<file path="config.mk">
export PLATFORM = sky130hd
export DESIGN_NAME = dpra_host
export DESIGN_NICKNAME = d
export VERILOG_FILES = /design/src/dpra_pkg.sv /design/src/dpra_tick_if.sv /design/src/dpra_timer.sv /design/src/dpra_host.sv
export VERILOG_INCLUDE_DIRS = /design/src
export SDC_FILE = /design/constraint.sdc
export NUM_CORES = 1
export LEC_CHECK = 0
export BUFFER_PORTS_ARGS = -buffer_cell sky130_fd_sc_hd__buf_2
export CORE_MARGIN = 2
export CORE_UTILIZATION = 51
export DETAILED_ROUTE_END_ITERATION = 10
export GPL_TIMING_DRIVEN = 1
export PLACE_DENSITY = 0.81
export SLEW_MARGIN = 15
export SYNTH_ARGS = -nofsm -noshare
export SYNTH_HDL_FRONTEND = slang
export SYNTH_SLANG_ARGS = --single-unit
</file>
<file path="constraint.sdc">
create_clock -name clk -period 4.6 [get_ports clk]
set_input_delay 0.46 -clock clk [delete_from_list [all_inputs] [get_ports clk]]
set_output_delay 0.46 -clock clk [all_outputs]
set_load 0.01 [all_outputs]
</file>
<file path="src/dpra_map.svh">
`ifndef DPRA_MAP_SVH
`define DPRA_MAP_SVH
// Pin widths
`define DPRA_ADDR_W        16
`define DPRA_DATA_W        18
`define DPRA_TOKEN_W       3
// Mailbox words, 64K organization
`define DPRA_MBOX_RIGHT    16'hFFFF
`define DPRA_MBOX_LEFT     16'hFFFE
// Data bit carrying the token value
`define DPRA_TOKEN_BIT     0
// Timing, ns, with derived cycle counts at 20 MHz
`define DPRA_CLK_NS        50
`define DPRA_SETUP_NS      100
`define DPRA_STROBE_NS     150
`define DPRA_FLOW_NS       100
`define DPRA_SOP_NS        100
`define DPRA_BUSY_NS       100
`define DPRA_CYC(ns)       (((ns) + `DPRA_CLK_NS - 1) / `DPRA_CLK_NS)
`define DPRA_SETUP_CYC     `DPRA_CYC(`DPRA_SETUP_NS)
`define DPRA_STROBE_CYC    `DPRA_CYC(`DPRA_STROBE_NS)
`define DPRA_FLOW_CYC      `DPRA_CYC(`DPRA_FLOW_NS)
`define DPRA_SOP_CYC       `DPRA_CYC(`DPRA_SOP_NS)
`define DPRA_BUSY_CYC      `DPRA_CYC(`DPRA_BUSY_NS)
`endif

</file>
<file path="src/dpra_pkg.sv">
package dpra_pkg;
    typedef enum logic [1:0] {
        DPRA_OP_MEM_RD,
        DPRA_OP_MEM_WR,
        DPRA_OP_TOKEN_GET,
        DPRA_OP_TOKEN_PUT
    } dpra_op_t;
    typedef enum {
        DPRA_IDLE,
        DPRA_SETUP,
        DPRA_STROBE,
        DPRA_RECOVER,
        DPRA_DONE
    } dpra_state_t;
endpackage : dpra_pkg

</file>
<file path="src/dpra_tick_if.sv">
`timescale 1ns/1ps
`default_nettype none
interface dpra_tick_if;
    logic       load;
    logic [3:0] count;
    logic       expired;
    modport timer (input load, input count, output expired);
    modport user  (output load, output count, input expired);
endinterface : dpra_tick_if
`default_nettype wire

</file>
<file path="src/dpra_timer.sv">
`timescale 1ns/1ps
`default_nettype none
module dpra_timer (
    input  wire logic   clk,     // System clock
    input  wire logic   sys_rst, // Synchronous reset
    dpra_tick_if.timer  tick     // Load and expiry
);
    logic [3:0] left_reg;

    always_ff @(posedge clk) begin
        if (sys_rst) begin
            left_reg <= 4'h0;
        end else if (tick.load) begin
            left_reg <= tick.count;
        end else if (left_reg != 4'h0) begin
            left_reg <= left_reg - 4'h1;
        end
    end

    // Expiry must not look at load, or the loader's decode loops back on itself
    assign tick.expired = (left_reg == 4'h0);
endmodule : dpra_timer
`default_nettype wire

</file>
<file path="src/dpra_host.sv">
`timescale 1ns/1ps
`default_nettype none
`include "dpra_map.svh"
// Overview of operation
// - Write ends by raising the strobe before chip select.
// - Read data sampled only after flowthrough delay past output enable.
// - Reads assert output enable with chip select or token select.
// - Write strobe waits until busy has settled and is inactive.
// - Token request writes zero, reads back; zero means owned.
// - Token select idles a minimum interval between write and readback.
// - Token access: token select low, chip select high, index on low bits.
module dpra_host
    import dpra_pkg::*;
(
    input  wire logic                     clk,          // 20 MHz clock
    input  wire logic                     sys_rst,      // Sync reset, high
    input  wire logic                     req_valid,    // Request strobe
    input  wire dpra_op_t                 req_op,       // Operation
    input  wire logic [`DPRA_ADDR_W-1:0]  req_addr,     // Word address
    input  wire logic [`DPRA_DATA_W-1:0]  req_wdata,    // Write data
    input  wire logic                     is_left,      // Host sits on left port
    output logic                          req_ready,    // Idle, may take request
    output logic                          rsp_valid,    // Done pulse
    output logic [`DPRA_DATA_W-1:0]       rsp_rdata,    // Read data
    output logic                          rsp_owned,    // Token obtained
    output logic                          rsp_busy,     // Busy seen in access
    output logic                          mbox_irq,     // Own mailbox flag
    output logic [`DPRA_ADDR_W-1:0]       mem_addr,     // Address pins
    output logic [`DPRA_DATA_W-1:0]       mem_dq_out,   // Data out
    output logic                          mem_dq_oe,    // Data output enable
    input  wire logic [`DPRA_DATA_W-1:0]  mem_dq_in,    // Data in
    output logic                          mem_cs_n,     // Chip select
    output logic                          mem_we_n,     // Read/write strobe
    output logic                          mem_oe_n,     // Output enable
    output logic                          token_latch_select_n, // Token select
    input  wire logic                     mem_busy_n,   // Busy from device
    input  wire logic                     mem_int_n     // Interrupt flag
);
    dpra_state_t state_reg;
    dpra_op_t    op_reg;
    logic        sop_wait_reg;
    logic        busy_seen_reg;
    logic        int_meta_reg;
    dpra_tick_if tick ();

    dpra_timer u_timer (
        .clk     (clk),
        .sys_rst (sys_rst),
        .tick    (tick.timer)
    );

    wire is_token = (op_reg == DPRA_OP_TOKEN_GET) || (op_reg == DPRA_OP_TOKEN_PUT);
    wire is_write = (op_reg == DPRA_OP_MEM_WR) || (op_reg == DPRA_OP_TOKEN_PUT);
    wire take     = req_valid && req_ready;

    ////////////////////////////////////////////////////////////////////////////
    // Timer loads
    always_comb begin
        tick.load  = 1'b0;
        tick.count = 4'h0;
        if (state_reg == DPRA_IDLE && take) begin
            tick.load  = 1'b1;
            tick.count = 4'(`DPRA_BUSY_CYC);
        end else if (state_reg == DPRA_SETUP && tick.expired && mem_busy_n) begin
            tick.load  = 1'b1;
            tick.count = 4'(`DPRA_STROBE_CYC + `DPRA_FLOW_CYC);
        end else if (state_reg == DPRA_STROBE && tick.expired) begin
            tick.load  = 1'b1;
            tick.count = 4'(`DPRA_SOP_CYC);
        end
    end

    ////////////////////////////////////////////////////////////////////////////
    // Sequencer
    always_ff @(posedge clk) begin
        if (sys_rst) begin
            state_reg <= DPRA_IDLE;
            op_reg    <= DPRA_OP_MEM_RD;
        end else begin
            unique case (state_reg)
                DPRA_IDLE: begin
                    if (take) begin
                        op_reg    <= req_op;
                        state_reg <= DPRA_SETUP;
                    end
                end
                DPRA_SETUP: begin
                    if (tick.expired && mem_busy_n) begin
                        state_reg <= DPRA_STROBE;
                    end
                end
                DPRA_STROBE: begin
                    if (tick.expired) begin
                        state_reg <= DPRA_RECOVER;
                    end
                end
                DPRA_RECOVER: begin
                    state_reg <= DPRA_DONE;
                end
                DPRA_DONE: begin
                    state_reg <= DPRA_IDLE;
                end
            endcase
        end
    end

    // Token write followed by readback needs a quiet gap
    always_ff @(posedge clk) begin
        if (sys_rst) begin
            sop_wait_reg <= 1'b0;
        end else if (state_reg == DPRA_RECOVER && op_reg == DPRA_OP_TOKEN_PUT) begin
            sop_wait_reg <= 1'b1;
        end else if (state_reg == DPRA_IDLE && tick.expired) begin
            sop_wait_reg <= 1'b0;
        end
    end

    // Ready trails idle by a cycle, so it never overlaps a taken request
    always_ff @(posedge clk) begin
        if (sys_rst) begin
            req_ready <= 1'b0;
        end else begin
            req_ready <= (state_reg == DPRA_IDLE) && !sop_wait_reg && !take;
        end
    end

    ////////////////////////////////////////////////////////////////////////////
    // Pins
    always_ff @(posedge clk) begin
        if (sys_rst) begin
            mem_addr             <= '0;
            mem_dq_out           <= '0;
            mem_dq_oe            <= 1'b0;
            mem_cs_n             <= 1'b1;
            mem_we_n             <= 1'b1;
            mem_oe_n             <= 1'b1;
            token_latch_select_n <= 1'b1;
        end else begin
            unique case (state_reg)
                DPRA_IDLE: begin
                    mem_cs_n             <= 1'b1;
                    token_latch_select_n <= 1'b1;
                    mem_dq_oe            <= 1'b0;
                    if (take) begin
                        if (req_op == DPRA_OP_TOKEN_GET || req_op == DPRA_OP_TOKEN_PUT) begin
                            mem_addr <= {{(`DPRA_ADDR_W-`DPRA_TOKEN_W){1'b0}},
                                         req_addr[`DPRA_TOKEN_W-1:0]};
                            mem_dq_out <= {`DPRA_DATA_W{req_wdata[`DPRA_TOKEN_BIT]}};
                            token_latch_select_n <= 1'b0;
                        end else begin
                            mem_addr   <= req_addr;
                            mem_dq_out <= req_wdata;
                            mem_cs_n   <= 1'b0;
                        end
                        mem_dq_oe <= (req_op == DPRA_OP_MEM_WR) || (req_op == DPRA_OP_TOKEN_PUT);
                    end
                end
                DPRA_SETUP: begin
                    if (tick.expired && mem_busy_n) begin
                        mem_we_n <= !is_write;
                        mem_oe_n <= is_write;
                    end
                end
                DPRA_STROBE: begin
                    if (tick.expired) begin
                        mem_we_n <= 1'b1;
                        mem_oe_n <= 1'b1;
                    end
                end
                DPRA_RECOVER: begin
                    mem_cs_n             <= 1'b1;
                    token_latch_select_n <= 1'b1;
                end
                DPRA_DONE: begin
                    mem_dq_oe <= 1'b0;
                end
            endcase
        end
    end

    ////////////////////////////////////////////////////////////////////////////
    // Answer
    always_ff @(posedge clk) begin
        if (sys_rst) begin
            rsp_valid     <= 1'b0;
            rsp_rdata     <= '0;
            rsp_owned     <= 1'b0;
            rsp_busy      <= 1'b0;
            busy_seen_reg <= 1'b0;
        end else begin
            rsp_valid <= (state_reg == DPRA_DONE);
            if (state_reg == DPRA_IDLE) begin
                busy_seen_reg <= 1'b0;
            end else if (!mem_busy_n) begin
                busy_seen_reg <= 1'b1;
            end
            if (state_reg == DPRA_STROBE && tick.expired && !is_write) begin
                rsp_rdata <= mem_dq_in;
                rsp_owned <= is_token && !mem_dq_in[`DPRA_TOKEN_BIT];
            end
            if (state_reg == DPRA_DONE) begin
                rsp_busy <= busy_seen_reg;
            end
        end
    end

    always_ff @(posedge clk) begin
        if (sys_rst) begin
            int_meta_reg <= 1'b0;
            mbox_irq     <= 1'b0;
        end else begin
            int_meta_reg <= !mem_int_n;
            mbox_irq     <= int_meta_reg;
        end
    end

    wire unused_side = is_left;
endmodule : dpra_host
`default_nettype wire

</file>
# Yosys cells after proc, flatten, opt, wreduce, memory -nomap -nowiden

Index checks and enable logic that the tools add are counted.

Bits in registers: 103
Bits in latches: 0
Bits in writable memories: 0
ROM bits: 0
Input port bits: 60
Logic and storage cells: 100
Memories kept: 0

Add/subtract/negate cells: 1
Multiply operators: 0
Div/mod/pow operators: 0
$lt $le $gt $ge: 0
Eq/ne operators: 17
Shift-type cells: 0
Multiplexer cells: 29
Bitwise gates (word level): 0
Reduce and logical (&&, ||, !) cells: 34

Operators with widths:

| operator              | number |
|---|---|
| $pmux W32 S5          | 1 |
| $eq A32 B2 Y1 const B | 3 |
| $eq A32 B3 Y1 const B | 3 |
| $mux W32              | 3 |
| $logic_not A32 Y1     | 2 |
| $eq A32 B1 Y1 const B | 1 |
| $eq A32 B4 Y1 const B | 1 |
| $mux W18              | 1 |
| $mux W16              | 1 |
| $mux W1               | 13 |
| $logic_and A1 B1 Y1   | 12 |
| $pmux W1 S2           | 5 |
| $reduce_bool A2 Y1    | 5 |
| $eq A2 B2 Y1 const B  | 4 |
| $mux W4               | 2 |
| $mux W3               | 2 |
| $ne A2 B2 Y1 const B  | 3 |
| $reduce_and A3 Y1     | 2 |
| $logic_not A1 Y1      | 5 |
| $eq A2 B1 Y1 const B  | 2 |
| $logic_not A4 Y1      | 1 |
| $logic_or A1 B1 Y1    | 4 |
| $reduce_bool A4 Y1    | 1 |
| $sub A4 B1 Y4 const B | 1 |
| other kinds (3)       | 3 |

# Logic depth before layout (Yosys ltp)

Depth in word-level cells: 6
Depth in mapped cells: 9
Gate-level depth less buffers: 6

# Hierarchy

From an unflattened synthesis, not the netlist that was laid out.

Cell total of the unflattened synthesis: 348
Area total of the unflattened synthesis: 3121.7 um^2

By module, submodules not included:

| module     | times used | cells an instance | area each (um^2) | sequential area each (um^2) |
|---|---|---|---|---|
| dpra_host  | 1          | 324               | 2892.8           | 1401.3 |
| dpra_timer | 1          | 24                | 229.0            | 80.1 |

# Least setup slack after synthesis

Ideal clock, no wire load.

Kind: register to register
Start: register u_timer.left_reg[0]
End: register rsp_rdata[17]
Arrival: 1769 ps
Required time: 4468 ps
Setup slack: 2699 ps
Cell stages (with the launch flop): 10
Clock period less this slack: 1901 ps
Cells stage by stage: dfxtp_1 inv_1 ha_1 or3b_1 buf_6 or3_1 buf_6 buf_6 nand2_1 a21oi_1

Longest elaborated chain between the ends: 3

RTL lines:

| item                             | line             | text |
|---|---|---|
| start, declared                  | dpra_timer.sv:8  | `logic [3:0] left_reg;` |
| start signal, assigned           | dpra_timer.sv:14 | `left_reg <= tick.count;` |
| start signal, assigned           | dpra_timer.sv:16 | `left_reg <= left_reg - 4'h1;` |
| $logic_not A4 Y1                 | dpra_timer.sv:21 | `assign tick.expired = (left_reg == 4'h0);` |
| $logic_and A1 B1 Y1 (2 in a row) | dpra_host.sv:197 | `if (state_reg == DPRA_STROBE && tick.expired && !is_write) begin` |
| end signal, assigned             | dpra_host.sv:198 | `rsp_rdata <= mem_dq_in;` |
| end, declared                    | dpra_host.sv:24  | `` output logic [`DPRA_DATA_W-1:0] rsp_rdata, `` |

No other way between the ends.
A chain may end at the register's enable or synchronous reset.

# Worst setup path in the final report

Start: register u_timer.left_reg[0]
End: register rsp_rdata[5]

The elaborated chain is that of the path after synthesis.

==> run metrics <==
Tot GR Track Use=0.2148; grt ovf=0; RR Startpoint=u_timer.left_reg[0]$_SDFFE_PP0P_; Filler Cells Inserted=501; die span in y=78.79 um; final hold slack=0.2724 ns; synthesis-to-finish area growth=25.61%; row count=27; CTS sink count=74; Skew-Pair Late Insertion Delay=0.33 ns; Final setup viols=0; endpoints failing hold=0; register area share after synthesis=0.5193; leakage=1.544 nW; busiest grt layer=met2; NumNets Final=514; Slew headroom=0.3799; vias post-DR=2716; Vias/cell=5.134; initial DRC count=101; CP Capture Type=register; total negative setup slack=0 ns; Syn Area/Cell=about 8.2 um^2; largest fanout on the critical path=19; Slew @ Worst Pin=0.9302 ns; Worst Path Class, Setup=register to register; Syn Inst Count=347; largest net degree at the start of global routing=78; post-route ant nets=0; DR WL/cell=about 12 um; met2 usage=0.3650; Worst VDD drop=0.2452 mV; Syn Nets=409; startpoint types=register; DPL Wire Length=between 4000 and 5000 um; max-cap violation count=0; met1 GRT Util=0.2514; YS warnings=0; RePlAce Congestion=about 0.76; H-tree depth=3; Multi-input gate area=0.001221 mm^2; pre-CTS setup slack=between 2 and 2.5 ns; Post-route DRC=0; Async SR Flop Fraction=0; cell area after synthesis=0.002853 mm^2; Synth cell types=30; share of layout cells above drive strength 1=0.2998; cell family with the largest share of critical-path delay=simple AND/OR/NAND/NOR gates; Seq. cell area=0.001481 mm^2; Buffers & Inverters on Critical Path=1; Synth Register Bits=74; drt first pass iters=4; Worst Skew=0.009466 ns; Period minus WS final=2.181 ns; Power per Cell Area=around 440 mW/mm^2; Setup Buffers After CTS=0; Post-synth EDFFs=0; port buffer count=120; ANT cells=0; # resized after CTS=0; CTS Hold Buffers Added=0; final worst path period share=0.4742; Hold Crit Class=input port to register; placeable core area=0.005439 mm^2; CTS tree=yes; ys flop type=dfxtp_1; Final WS setup=2.419 ns; Clock Path Buffers=2; hold path startpoint=mem_int_n; max incr delay on CP=0.65 ns; Max Slew Vio Count=0; grt met3 use=0.06591; first-pass GRT wire length=between 10000 and 15000 um; Die X=78.79 um; initial core utilization=0.5245; Top Registers=mem_dq_out x18, rsp_rdata x18, mem_addr x16; routed wire length=6482 um; # IOs=122; Root Driver=clkbuf_8; data required time of the critical path=4.77 ns; status=completed; CTS Buf Count=9; die area=0.006208 mm^2; CP Cell Sequence=inv_1 > ha_1 > or3b_1 > or3_1 > nand2_1 > a21oi_1; Max Clk Rate=0.4584 GHz; initial antenna violation count=0; slowest CP cell=or3_1; Worst-path clk slew=0.07 ns; number of global-route vias before repair=2529; WP data arrival=~2.4 ns; RSZ-0062 raised after global routing=no; Crit. Startpoint=u_timer.left_reg[0]$_SDFFE_PP0P_
==> power by group <==
part	switching [mW]	internal [mW]
Combinational	0.234	0.158
Sequential	0.0488	0.711
Clock	0.219	0.209
Total	0.502	1.08
==> stage by stage <==
stage               utilization  total power [mW]  cells  cell area (um^2)
CTS                      0.6588             1.589    529              3583
global route             0.6588             1.673    529              3583
detailed placement       0.6287             1.166    513              3420
floorplan                     -             1.063    347              2853
finish                   0.6588             1.580    529              3583
global placement         0.6287             1.153    513              3420
==> final timing paths <==
check	slack, ns	endpoint	depth (start not counted)
max	2.42	rsp_rdata[5]$_SDFFE_PP0P_	6
min	0.27	int_meta_reg$_SDFF_PP0_	2
max reg2reg	2.42	rsp_rdata[5]$_SDFFE_PP0P_	6
min reg2reg	0.42	req_ready$_SDFF_PP0_	1
==> cells in the mapped netlist (4+ instances only) <==
| library cell | n | share of area |
|---|---|---|
| nor3_1 | 11 | 0.019 |
| a21oi_1 | 49 | 0.086 |
| clkbuf_1 | 16 | 0.021 |
| inv_1 | 5 | 0.0066 |
| nand2_1 | 85 | 0.11 |
| nor2b_1 | 5 | 0.011 |
| buf_2 | 4 | 0.0070 |
| nand3_1 | 17 | 0.030 |
| a311oi_1 | 17 | 0.052 |
| dfxtp_1 | 74 | 0.52 |
| o21ai_0 | 4 | 0.0070 |
| nor2_1 | 25 | 0.033 |
==> cell type report <==
class | instances | share of cell area
inverter | 5 | 0.005237
timing repair buffer | 121 | 0.1697
multi-input combinational | 241 | 0.3408
tap | 72 | 0.02514
sequential | 74 | 0.4134
clock buffer | 13 | 0.04155
clock inverter | 3 | 0.004190
==> metal layers <==
metal / wire length (um) / part of all wire
met3: 598 / 0.092
met4: 92 / 0.014
met1: 2896 / 0.45
met5: 0 / 0
met2: 2896 / 0.45
==> cell usage in the layout, fill, tap and decap left out, drive strengths merged, types with 2 or more instances in the layout <==
cell    instances
ha              2
nor2b           5
clkinv          3
a211oi          3
clkbuf         13
nand4           2
nand3b          3
o22ai           2
nor3b           3
nor2           25
or2b            2
or3             3
a21oi          49
inv             5
or3b            2
nand2          85
buf           121
nand2b          2
a311oi         17
dfxtp          74
o21ai           4
nand3          17
nor3           12
==> cell families (layout without fill, tap and decap cells) <==
group	Yosys count	after routing	share of synthesized area
adders and majority gates	2	2	0.008771
and+or+nand+nor	162	162	0.2553
AOI/OAI and AO/OA	77	77	0.1636
buffers and inverters	32	142	0.05307
DFF	74	74	0.5193
Power figures use the tool's default switching activity.
